<file path="config.mk">
export PLATFORM = sky130hd
export DESIGN_NAME = fec_interleave_codec
export DESIGN_NICKNAME = d
export VERILOG_FILES = /design/src/hw/fec_codec_pkg.sv /design/src/hw/fec_interleave_codec.sv
export SDC_FILE = /design/constraint.sdc
export NUM_CORES = 2
export LEC_CHECK = 0
export BUFFER_PORTS_ARGS = -buffer_cell sky130_fd_sc_hd__buf_4
export CAP_MARGIN = 20
export CORE_MARGIN = 2
export CORE_UTILIZATION = 55
export DETAILED_ROUTE_END_ITERATION = 6
export PLACE_DENSITY = 0.71
export SETUP_SLACK_MARGIN = 0.5
export SYNTH_ARGS = -nofsm -noshare
export SYNTH_HDL_FRONTEND = slang
export SYNTH_SLANG_ARGS = --single-unit
</file>
<file path="constraint.sdc">
create_clock -name mclk -period 27.8 [get_ports mclk]
set_clock_uncertainty 0.05 [all_clocks]
set_input_delay 0 -clock mclk [delete_from_list [all_inputs] [get_ports mclk]]
set_output_delay 0 -clock mclk [all_outputs]
set_load 0.01 [all_outputs]
</file>
<file path="src/hw/fec_codec_pkg.sv">
// shared constants, carriers and states of the coding path
package fec_codec_pkg;
  localparam int unsigned BYTE_W        = 8;
  localparam int unsigned TX_FIFO_DEPTH = 4;
  localparam int unsigned MAT_BITS      = 16;
  localparam int unsigned NSTATES       = 8;
  localparam int unsigned SURV_LEN      = 16;
  localparam logic [1:0]  LEN_FIXED     = 2'h0;
  localparam logic [7:0]  PAD_BYTE      = 8'h00;
  localparam logic [3:0]  POLY_A_DEF    = 4'hF;
  localparam logic [3:0]  POLY_B_DEF    = 4'hB;
  localparam logic [7:0]  METRIC_START  = 8'h00;
  localparam logic [7:0]  METRIC_FAR    = 8'h3F;
  localparam logic [4:0]  CODED_BITS    = 5'h10;
  localparam logic [4:0]  PLAIN_BITS    = 5'h08;
  localparam logic [4:0]  SURV_FULL     = 5'h10;
  localparam logic [2:0]  LAST_PAIR     = 3'h7;
  localparam logic [3:0]  LAST_FLUSH    = 4'hF;
  localparam logic [3:0]  LAST_SYMBOL   = 4'hF;
  localparam logic [2:0]  LAST_BIT      = 3'h7;

  typedef struct packed {
    logic       enable;
    logic [1:0] length_mode;
    logic [7:0] length;
  } codec_cfg_t;

  typedef enum logic [1:0] {
    TX_IDLE = 2'b00,
    TX_LOAD = 2'b01,
    TX_SEND = 2'b11,
    TX_DONE = 2'b10
  } tx_state_t;

  typedef enum logic [2:0] {
    RX_IDLE    = 3'b000,
    RX_COLLECT = 3'b001,
    RX_DECODE  = 3'b011,
    RX_FLUSH   = 3'b010,
    RX_DONE    = 3'b110
  } rx_state_t;

  // row-major cell index of the k-th bit read down the columns
  function automatic logic [3:0] column_read(input logic [3:0] k);
    return {k[1:0], k[3:2]};
  endfunction

  function automatic logic coded_bit(input logic [3:0] window,
                                     input logic [3:0] poly);
    return ^(window & poly);
  endfunction
endpackage

</file>
<file path="src/hw/fec_interleave_codec.sv">
// transmit encoder/interleaver and receive de-interleaver/decoder
// Behaviour
// - coding is used only when error_correction_enable is 1.
// - coding holds only in fixed length mode 0, else bits pass plain.
// - the data field and CRC are coded on send and decoded on receive.
// - rate one-half coder, constraint length 4, two bits per input bit.
// - interleaving and de-interleaving always accompany the coding.
// - each direction holds a four by four bit matrix.
// - send writes coder bits by rows and transmits them by columns.
// - receive writes symbols by rows and feeds the decoder by columns.
// - at least one extra byte follows the coded field to close the trellis.
// - coded air data is a whole number of two-byte interleaver loads.
// - one or two pad bytes are added so the coded byte total is even.
// - pad bytes are dropped on receive and never reach the output.
`timescale 1ns/1ns
`default_nettype none

module byte_fifo #(
  parameter int unsigned WIDTH = 8,
  parameter int unsigned DEPTH = 4
) (
  // clock and reset
  input  wire logic             mclk,
  input  wire logic             reset,
  // filling side
  input  wire logic             in_valid,
  output logic                  in_ready,
  input  wire logic [WIDTH-1:0] in_data,
  // draining side
  output logic                  out_valid,
  input  wire logic             out_ready,
  output logic [WIDTH-1:0]      out_data
);
  localparam int unsigned PW = $clog2(DEPTH);
  localparam int unsigned CW = $clog2(DEPTH + 1);
  logic [WIDTH-1:0] mem [DEPTH];
  logic [PW-1:0]    wr_ptr, next_wr_ptr, rd_ptr, next_rd_ptr;
  logic [CW-1:0]    count, next_count;
  logic             push, pop;

  always_comb begin
    in_ready    = (count != CW'(DEPTH));
    out_valid   = (count != '0);
    out_data    = mem[rd_ptr];
    push        = in_valid && in_ready;
    pop         = out_valid && out_ready;
    next_wr_ptr = push ? PW'((wr_ptr + 1'b1) % DEPTH) : wr_ptr;
    next_rd_ptr = pop ? PW'((rd_ptr + 1'b1) % DEPTH) : rd_ptr;
    next_count  = CW'(count + CW'(push) - CW'(pop));
  end

  always_ff @(posedge mclk or posedge reset) begin
    if (reset) begin
      wr_ptr <= '0;
      rd_ptr <= '0;
      count  <= '0;
    end else begin
      wr_ptr <= next_wr_ptr;
      rd_ptr <= next_rd_ptr;
      count  <= next_count;
    end
  end

  // storage carries no reset so it can map to plain registers
  always_ff @(posedge mclk) begin
    if (push) begin
      mem[wr_ptr] <= in_data;
    end
  end
endmodule

module fec_interleave_codec
  import fec_codec_pkg::*;
#(
  parameter logic [3:0] POLY_A = POLY_A_DEF,
  parameter logic [3:0] POLY_B = POLY_B_DEF
) (
  // clock and reset
  input  wire logic        mclk,
  input  wire logic        reset,
  // packet setup from packet handler
  input  wire codec_cfg_t  cfg,
  // transmit bytes from the tx fifo
  input  wire logic        tx_start,
  input  wire logic        tx_byte_valid,
  output logic             tx_byte_ready,
  input  wire logic [7:0]  tx_byte,
  // transmit bit stream to the modem
  input  wire logic        tx_tick,
  output logic             tx_bit,
  output logic             tx_bit_valid,
  output logic             tx_done,
  // receive bit stream from the modem
  input  wire logic        rx_start,
  input  wire logic        rx_tick,
  input  wire logic        rx_bit,
  // receive bytes to the rx fifo
  output logic             rx_byte_valid,
  output logic [7:0]       rx_byte,
  output logic             rx_done
);
  logic            fifo_valid, fifo_ready;
  logic [7:0]      fifo_data;

  byte_fifo #(.WIDTH(BYTE_W), .DEPTH(TX_FIFO_DEPTH)) tx_queue (
    .mclk      (mclk),
    .reset     (reset),
    .in_valid  (tx_byte_valid),
    .in_ready  (tx_byte_ready),
    .in_data   (tx_byte),
    .out_valid (fifo_valid),
    .out_ready (fifo_ready),
    .out_data  (fifo_data)
  );

  // transmit state
  tx_state_t       tx_state, next_tx_state;
  logic            tx_coded, next_tx_coded;
  logic [7:0]      tx_len, next_tx_len;
  logic [8:0]      tx_target, next_tx_target, tx_loaded, next_tx_loaded;
  logic [15:0]     tx_mat, next_tx_mat;
  logic [4:0]      tx_idx, next_tx_idx, tx_nbits, next_tx_nbits;
  logic [2:0]      tx_enc, next_tx_enc, enc_st;
  logic            next_tx_bit, next_tx_bit_valid, next_tx_done;
  logic [7:0]      load_byte;
  logic            u_in;
  logic            use_code;

  always_comb begin
    next_tx_state     = tx_state;
    next_tx_coded     = tx_coded;
    next_tx_len       = tx_len;
    next_tx_target    = tx_target;
    next_tx_loaded    = tx_loaded;
    next_tx_mat       = tx_mat;
    next_tx_idx       = tx_idx;
    next_tx_nbits     = tx_nbits;
    next_tx_enc       = tx_enc;
    next_tx_bit       = tx_bit;
    next_tx_bit_valid = tx_bit_valid;
    next_tx_done      = 1'b0;
    fifo_ready        = 1'b0;
    load_byte         = fifo_data;
    enc_st            = tx_enc;
    u_in              = 1'b0;
    use_code = cfg.enable && (cfg.length_mode == LEN_FIXED);
    case (tx_state)
      TX_IDLE: begin
        if (tx_tick) begin
          next_tx_bit_valid = 1'b0;
        end
      end
      TX_LOAD: begin
        if (tx_tick) begin
          next_tx_bit_valid = 1'b0;
        end
        if (tx_loaded == tx_target) begin
          next_tx_state = TX_DONE;
        end else if (tx_loaded >= {1'b0, tx_len} || fifo_valid) begin
          if (tx_loaded < {1'b0, tx_len}) begin
            fifo_ready = 1'b1;
          end else begin
            load_byte = PAD_BYTE;
          end
          for (int i = 0; i < 8; i++) begin
            u_in = load_byte[7-i];
            if (tx_coded) begin
              // two coded bits per input bit
              // coder output filled row by row
              next_tx_mat[2*i]   = coded_bit({u_in, enc_st}, POLY_A);
              next_tx_mat[2*i+1] = coded_bit({u_in, enc_st}, POLY_B);
            end else begin
              next_tx_mat[i]   = u_in;
              next_tx_mat[i+8] = 1'b0;
            end
            enc_st = {u_in, enc_st[2:1]};
          end
          next_tx_enc    = enc_st;
          next_tx_nbits  = tx_coded ? CODED_BITS : PLAIN_BITS;
          next_tx_idx    = '0;
          next_tx_loaded = tx_loaded + 9'h001;
          next_tx_state  = TX_SEND;
        end
      end
      TX_SEND: begin
        if (tx_tick) begin
          next_tx_bit = tx_coded ? tx_mat[column_read(tx_idx[3:0])]
                                 : tx_mat[tx_idx[3:0]];
          next_tx_bit_valid = 1'b1;
          next_tx_idx       = tx_idx + 5'h01;
          if (tx_idx == tx_nbits - 5'h01) begin
            next_tx_state = TX_LOAD;
          end
        end
      end
      TX_DONE: begin
        next_tx_done  = 1'b1;
        next_tx_state = TX_IDLE;
      end
      default: next_tx_state = TX_IDLE;
    endcase
    if (tx_start) begin
      next_tx_state  = TX_LOAD;
      next_tx_coded  = use_code;
      next_tx_len    = cfg.length;
      // one or two pads make an even total
      next_tx_target = use_code ? {1'b0, cfg.length}
                         + (cfg.length[0] ? 9'h001 : 9'h002)
                         : {1'b0, cfg.length};
      next_tx_loaded = '0;
      next_tx_mat    = '0;
      next_tx_idx    = '0;
      next_tx_enc    = '0;
    end
  end

  always_ff @(posedge mclk or posedge reset) begin
    if (reset) begin
      tx_state     <= TX_IDLE;
      tx_coded     <= 1'b0;
      tx_len       <= '0;
      tx_target    <= '0;
      tx_loaded    <= '0;
      tx_mat       <= '0;
      tx_idx       <= '0;
      tx_nbits     <= '0;
      tx_enc       <= '0;
      tx_bit       <= 1'b0;
      tx_bit_valid <= 1'b0;
      tx_done      <= 1'b0;
    end else begin
      tx_state     <= next_tx_state;
      tx_coded     <= next_tx_coded;
      tx_len       <= next_tx_len;
      tx_target    <= next_tx_target;
      tx_loaded    <= next_tx_loaded;
      tx_mat       <= next_tx_mat;
      tx_idx       <= next_tx_idx;
      tx_nbits     <= next_tx_nbits;
      tx_enc       <= next_tx_enc;
      tx_bit       <= next_tx_bit;
      tx_bit_valid <= next_tx_bit_valid;
      tx_done      <= next_tx_done;
    end
  end

  // receive state
  rx_state_t       rx_state, next_rx_state;
  logic            rx_coded, next_rx_coded;
  logic [7:0]      rx_len, next_rx_len;
  logic [8:0]      rx_target, next_rx_target, rx_coll, next_rx_coll;
  logic [8:0]      rx_dec, next_rx_dec;
  logic [15:0]     rx_mat, next_rx_mat;
  logic [3:0]      rx_sym, next_rx_sym, rx_flush, next_rx_flush;
  logic [2:0]      rx_step, next_rx_step, rx_acc_cnt, next_rx_acc_cnt;
  logic [4:0]      rx_warm, next_rx_warm;
  logic [7:0]      rx_acc, next_rx_acc, next_rx_byte;
  logic            next_rx_byte_valid, next_rx_done;
  logic [7:0]      metric [NSTATES];
  logic [7:0]      next_metric [NSTATES];
  logic [7:0]      cand [NSTATES];
  logic [15:0]     surv [NSTATES];
  logic [15:0]     next_surv [NSTATES];
  logic [7:0]      m0, m1, cmin;
  logic [2:0]      best, ns3, p0, p1;
  logic            r0, r1, emit, emit_bit;

  function automatic logic [7:0] branch_cost(input logic [2:0] pred,
      input logic u, input logic a, input logic b);
    return {7'h00, coded_bit({u, pred}, POLY_A) ^ a}
         + {7'h00, coded_bit({u, pred}, POLY_B) ^ b};
  endfunction

  always_comb begin
    next_rx_state      = rx_state;
    next_rx_coded      = rx_coded;
    next_rx_len        = rx_len;
    next_rx_target     = rx_target;
    next_rx_coll       = rx_coll;
    next_rx_dec        = rx_dec;
    next_rx_mat        = rx_mat;
    next_rx_sym        = rx_sym;
    next_rx_flush      = rx_flush;
    next_rx_step       = rx_step;
    next_rx_acc_cnt    = rx_acc_cnt;
    next_rx_warm       = rx_warm;
    next_rx_acc        = rx_acc;
    next_rx_byte       = rx_byte;
    next_rx_byte_valid = 1'b0;
    next_rx_done       = 1'b0;
    next_metric        = metric;
    next_surv          = surv;
    emit               = 1'b0;
    emit_bit           = 1'b0;
    m0                 = '0;
    m1                 = '0;
    p0                 = '0;
    p1                 = '0;
    // decoder pair read down the columns
    r0 = rx_mat[column_read({rx_step, 1'b0})];
    r1 = rx_mat[column_read({rx_step, 1'b1})];
    best = '0;
    cmin = 8'hFF;
    for (int s = 0; s < NSTATES; s++) begin
      if (metric[s] < metric[best]) begin
        best = 3'(s);
      end
    end
    for (int ns = 0; ns < NSTATES; ns++) begin
      ns3 = 3'(ns);
      p0  = {ns3[1:0], 1'b0};
      p1  = {ns3[1:0], 1'b1};
      m0  = metric[p0] + branch_cost(p0, ns3[2], r0, r1);
      m1  = metric[p1] + branch_cost(p1, ns3[2], r0, r1);
      cand[ns] = (m1 < m0) ? m1 : m0;
      next_surv[ns] = (m1 < m0) ? {surv[p1][14:0], ns3[2]}
                                : {surv[p0][14:0], ns3[2]};
      if (cand[ns] < cmin) begin
        cmin = cand[ns];
      end
    end
    case (rx_state)
      RX_COLLECT: begin
        next_surv = surv;
        if (!rx_coded && rx_dec == {1'b0, rx_len}) begin
          next_rx_state = RX_DONE;
        end else if (rx_tick) begin
          if (rx_coded) begin
            next_rx_mat[rx_sym] = rx_bit;
            next_rx_sym = rx_sym + 4'h1;
            if (rx_sym == LAST_SYMBOL) begin
              next_rx_step  = '0;
              next_rx_coll  = rx_coll + 9'h001;
              next_rx_state = RX_DECODE;
            end
          end else begin
            emit     = 1'b1;
            emit_bit = rx_bit;
          end
        end
      end
      RX_DECODE: begin
        // new metrics are dropped by their common minimum to stay small
        for (int s = 0; s < NSTATES; s++) begin
          next_metric[s] = cand[s] - cmin;
        end
        if (rx_warm == SURV_FULL) begin
          emit     = 1'b1;
          emit_bit = surv[best][SURV_LEN-1];
        end else begin
          next_rx_warm = rx_warm + 5'h01;
        end
        next_rx_step = rx_step + 3'h1;
        if (rx_step == LAST_PAIR) begin
          next_rx_state = (rx_coll == rx_target) ? RX_FLUSH : RX_COLLECT;
        end
      end
      RX_FLUSH: begin
        // zero pad returns the coder to state 0, so trace from there
        next_surv     = surv;
        emit          = 1'b1;
        emit_bit      = surv[0][LAST_FLUSH - rx_flush];
        next_rx_flush = rx_flush + 4'h1;
        if (rx_flush == LAST_FLUSH) begin
          next_rx_state = RX_DONE;
        end
      end
      RX_DONE: begin
        next_surv     = surv;
        next_rx_done  = 1'b1;
        next_rx_state = RX_IDLE;
      end
      default: begin
        next_surv     = surv;
        next_rx_state = RX_IDLE;
      end
    endcase
    if (emit) begin
      next_rx_acc     = {rx_acc[6:0], emit_bit};
      next_rx_acc_cnt = rx_acc_cnt + 3'h1;
      if (rx_acc_cnt == LAST_BIT) begin
        // bytes past the field are pad and dropped
        if (rx_dec < {1'b0, rx_len}) begin
          next_rx_byte_valid = 1'b1;
          next_rx_byte       = {rx_acc[6:0], emit_bit};
        end
        next_rx_dec = rx_dec + 9'h001;
      end
    end
    if (rx_start) begin
      next_rx_state   = RX_COLLECT;
      // whole field plus pad passes the decoder
      next_rx_coded   = use_code;
      next_rx_len     = cfg.length;
      next_rx_target  = {1'b0, cfg.length}
                        + (cfg.length[0] ? 9'h001 : 9'h002);
      next_rx_coll    = '0;
      next_rx_dec     = '0;
      next_rx_mat     = '0;
      next_rx_sym     = '0;
      next_rx_flush   = '0;
      next_rx_step    = '0;
      next_rx_acc_cnt = '0;
      next_rx_warm    = '0;
      next_rx_acc     = '0;
      for (int s = 0; s < NSTATES; s++) begin
        next_metric[s] = (s == 0) ? METRIC_START : METRIC_FAR;
        next_surv[s]   = '0;
      end
    end
  end

  always_ff @(posedge mclk or posedge reset) begin
    if (reset) begin
      rx_state      <= RX_IDLE;
      rx_coded      <= 1'b0;
      rx_len        <= '0;
      rx_target     <= '0;
      rx_coll       <= '0;
      rx_dec        <= '0;
      rx_mat        <= '0;
      rx_sym        <= '0;
      rx_flush      <= '0;
      rx_step       <= '0;
      rx_acc_cnt    <= '0;
      rx_warm       <= '0;
      rx_acc        <= '0;
      rx_byte       <= '0;
      rx_byte_valid <= 1'b0;
      rx_done       <= 1'b0;
      for (int s = 0; s < NSTATES; s++) begin
        metric[s] <= METRIC_START;
        surv[s]   <= '0;
      end
    end else begin
      rx_state      <= next_rx_state;
      rx_coded      <= next_rx_coded;
      rx_len        <= next_rx_len;
      rx_target     <= next_rx_target;
      rx_coll       <= next_rx_coll;
      rx_dec        <= next_rx_dec;
      rx_mat        <= next_rx_mat;
      rx_sym        <= next_rx_sym;
      rx_flush      <= next_rx_flush;
      rx_step       <= next_rx_step;
      rx_acc_cnt    <= next_rx_acc_cnt;
      rx_warm       <= next_rx_warm;
      rx_acc        <= next_rx_acc;
      rx_byte       <= next_rx_byte;
      rx_byte_valid <= next_rx_byte_valid;
      rx_done       <= next_rx_done;
      metric        <= next_metric;
      surv          <= next_surv;
    end
  end
endmodule

`default_nettype wire

</file>
==> impl_metrics.csv <==
group,metric,value,unit
outcome,status,"complete, no violations",
sta,setup_slack,3.08,ns
sta,slew_viol_final,0,
grt,grt_antenna_before_repair,0,
setup_path,crit_fanout,24,
sta,slew_headroom,0.203,
drt,vias,25790,
run,cap_violations,0,
synthesis,syn-cell-area,29300,sq um
cells_and_area,nets,3610,
synthesis,ys_seq_area_frac,0.312,
grt,grt_overflow,0,
sta,finalSetupViolations,0,
drt,postRouteAntennaNets,0,
sta,min_period,24.72,ns
clock_network,cts_setup_buffers,0,
grt,grt_pass1_wl,143000,um
floorplan,fp.dieW,235,um
synthesis,synth_top_cells_by_count,"nor2_1, nand2_1, dfrtp_1",
sta,rsz0062_at_grt,"no",
setup_path,crit_required,28.20,ns
floorplan,design.core.area,52600,sq um
setup_path,worst-setup-path-type,"reg -> reg",
cells_and_area,multiInputGateArea,18800,sq um
synthesis,yosys_warnings,0,
clock_network,path_clk_slew,0.06,ns
clock_network,cts.repair.resized,0,
worst_hold_path,hold_class,"in -> async",
floorplan,initial_core_util,0.557,
clock_network,htree_levels,2,
synthesis,synth_edf_count,32,
clock_network,postCtsHoldBufs,27,
placed_design,placed_cells,3955,
synthesis,synth_fp_nets,3648,
floorplan,io_pins,41,
clock_network,clk_path_buf_depth,3,
synthesis,yosysMostFrequentCell,"nor2_1",
sta,hold_viol_final,0,
sta,worst_slew_pin_slew,1.16,ns
setup_path,critPathLaunchType,"register",
synthesis,syn_inst,3379,
setup_path,timing.critical_path.mode_cell,"a21oi_1",
drt,vias_per_cell,6.35,
clock_network,clkLatencyLatePin,0.59,ns
synthesis,synth.distinct_cells,111,
synthesis,synth_top_cell_by_area,"dfrtp_1",
setup_path,slowest_delay,0.82,ns
setup_path,worstReg2RegStart,"rx_step[1]$_DFFE_PP0P_",
floorplan,num_rows,84,
clock_network,cts_sinks,358,
sta,fin_setup_tns,0,ns
placed_design,place_ws,3.67,ns
setup_path,cp-end-kind,"register",
cells_and_area,drive_gt1_frac,0.0800,
floorplan,die-area,55000,sq um
setup_path,reg2reg_slack,3.08,ns
clock_network,root_buffer,"clkbuf_16",
drt,drc,0,
grt,grt_max_degree,189,
synthesis,synth_seq_cells,358,
synthesis,synthArstFlopShare,0.911,
clock_network,numCtsBuffers,42,
drt,routed_wl,90200,um
grt,grt_usage,0.323,
clock_network,tritoncts,"yes",
cells_and_area,fillCellCount,4539,
grt,grt_pass1_vias,25579,
setup_path,critPathArrivalTime,25.12,ns
sta,fin_crit_sh,0.889,
sta,max_freq,40.5,MHz
cells_and_area,seq_area,9120,sq um
synthesis,netlist.area_leader.share,0.279,
drt,drt_iter0_drc,2563,
drt,first_pass_iters,7,
synthesis,synthFlopType,"dfrtp_1",
setup_path,cp-startpoint,"rx_step[1]$_DFFE_PP0P_",
synthesis,netlist_top_cells_area,"dfrtp_1, ha_1, mux2i_1",
cells_and_area,area_growth,8.50,%
placed_design,gp_congestion,1.01,
setup_path,crit_slowest_cell,"a21oi_1",
cells_and_area,fin_cells,4062,
synthesis,postSynthAreaPerCell,8.66,sq um
cells_and_area,antenna_cells,0,
floorplan,die_h,235,um
placed_design,io_buffers,40,
drt,wl_per_cell,22.2,um
placed_design,dp_hpwl,67200,um
==> state kept, by name, indices dropped and copies added, names as in the netlist, 9 cells and up <==
name	count
rx_mat	16
tx_queue.mem	32
metric	64
rx_dec	9
tx_target	9
rx_coll	9
tx_loaded	9
surv	107
tx_mat	16
==> metal layers <==
layer / wire length, um / share of wire / track usage
met5: 0 / 0 / 0
met4: 4740 / 0.053 / 0.152
met3: 6190 / 0.069 / 0.0416
met2: 41600 / 0.46 / 0.527
met1: 37600 / 0.42 / 0.428
==> final timing paths <==
path	end	depth (start not counted)
min reg2reg	tx_bit$_DFFE_PP0P_	2
max in group asynchronous	rx_mat[1]$_DFFE_PP0P_	5
min	surv[9]$_DFFE_PP0P_	3
min in group mclk	tx_queue.mem[3][2]$_DFFE_PP_	2
max reg2reg	metric[6]$_DFFE_PP0P_	95
max	metric[6]$_DFFE_PP0P_	95
==> stage by stage <==
| step | hold slack, ns | cell area (sq um) | util |
|---|---|---|---|
| final | 0.103 | 31700 | 0.604 |
| after global routing | 0.120 | 31700 | 0.604 |
| after CTS | 0.0797 | 31700 | 0.603 |
| after detailed placement | 0.153 | 30000 | 0.571 |
| after global placement | 0.150 | 30000 | 0.571 |
| after floorplan | 0.0398 | 29300 | - |
==> cell families (layout without fill, tap and decap cells) <==
kind of cell             count (synthesis)  after routing  share of synthesized area
AO/OA/AOI/OAI                          808            808                      0.186
XOR/XNOR                               262            262                     0.0790
adder cells (fa/ha/maj)                254            254                      0.111
buffers and inverters                  351            346                     0.0464
flip-flops                             358            358                      0.312
multiplexers                           229            229                     0.0927
AND/OR/NAND/NOR                       1117           1117                      0.172
==> cell usage in the layout, fill, tap and decap left out, types with 33 or more instances in the layout <==
cell / netlist / layout
nor2_1: 385 / 385
nand2_1: 370 / 369
dfrtp_1: 326 / 326
ha_1: 228 / 228
a21oi_1: 213 / 210
mux2i_1: 159 / 159
xnor2_1: 158 / 158
inv_1: 158 / 157
o21ai_0: 129 / 128
a211oi_1: 103 / 103
xor2_1: 102 / 102
nand3_1: 96 / 96
buf_4: 3 / 71
a21o_1: 61 / 61
o211ai_1: 51 / 51
clkbuf_16: 0 / 42
nor2b_1: 41 / 41
mux2_2: 35 / 35
nand4_1: 34 / 34
nand2b_1: 33 / 33
and3_1: 34 / 33
==> worst max-delay path, delay by kind of cell (launching register included) <==
kind / cells / cell delay, ns
flops: 1 / 0.55
simple gates: 24 / 4.08
buf+inv: 5 / 0.83
xor+xnor: 2 / 0.28
mux: 6 / 2.62
compound gates: 46 / 12.37
fa+ha+maj: 12 / 3.74
==> final cells by class <==
type / count / area share
Inverter: 166 / 0.0199
Clock buffer: 57 / 0.0375
Tap cell: 688 / 0.0271
Clock inverter: 20 / 0.00639
Timing Repair Buffer: 103 / 0.0284
Multi-Input combinational cell: 2670 / 0.593
Sequential cell: 358 / 0.287
Power is not shown: default switching activity piles up to over one toggle a cycle in this logic, so the estimate is an artifact.
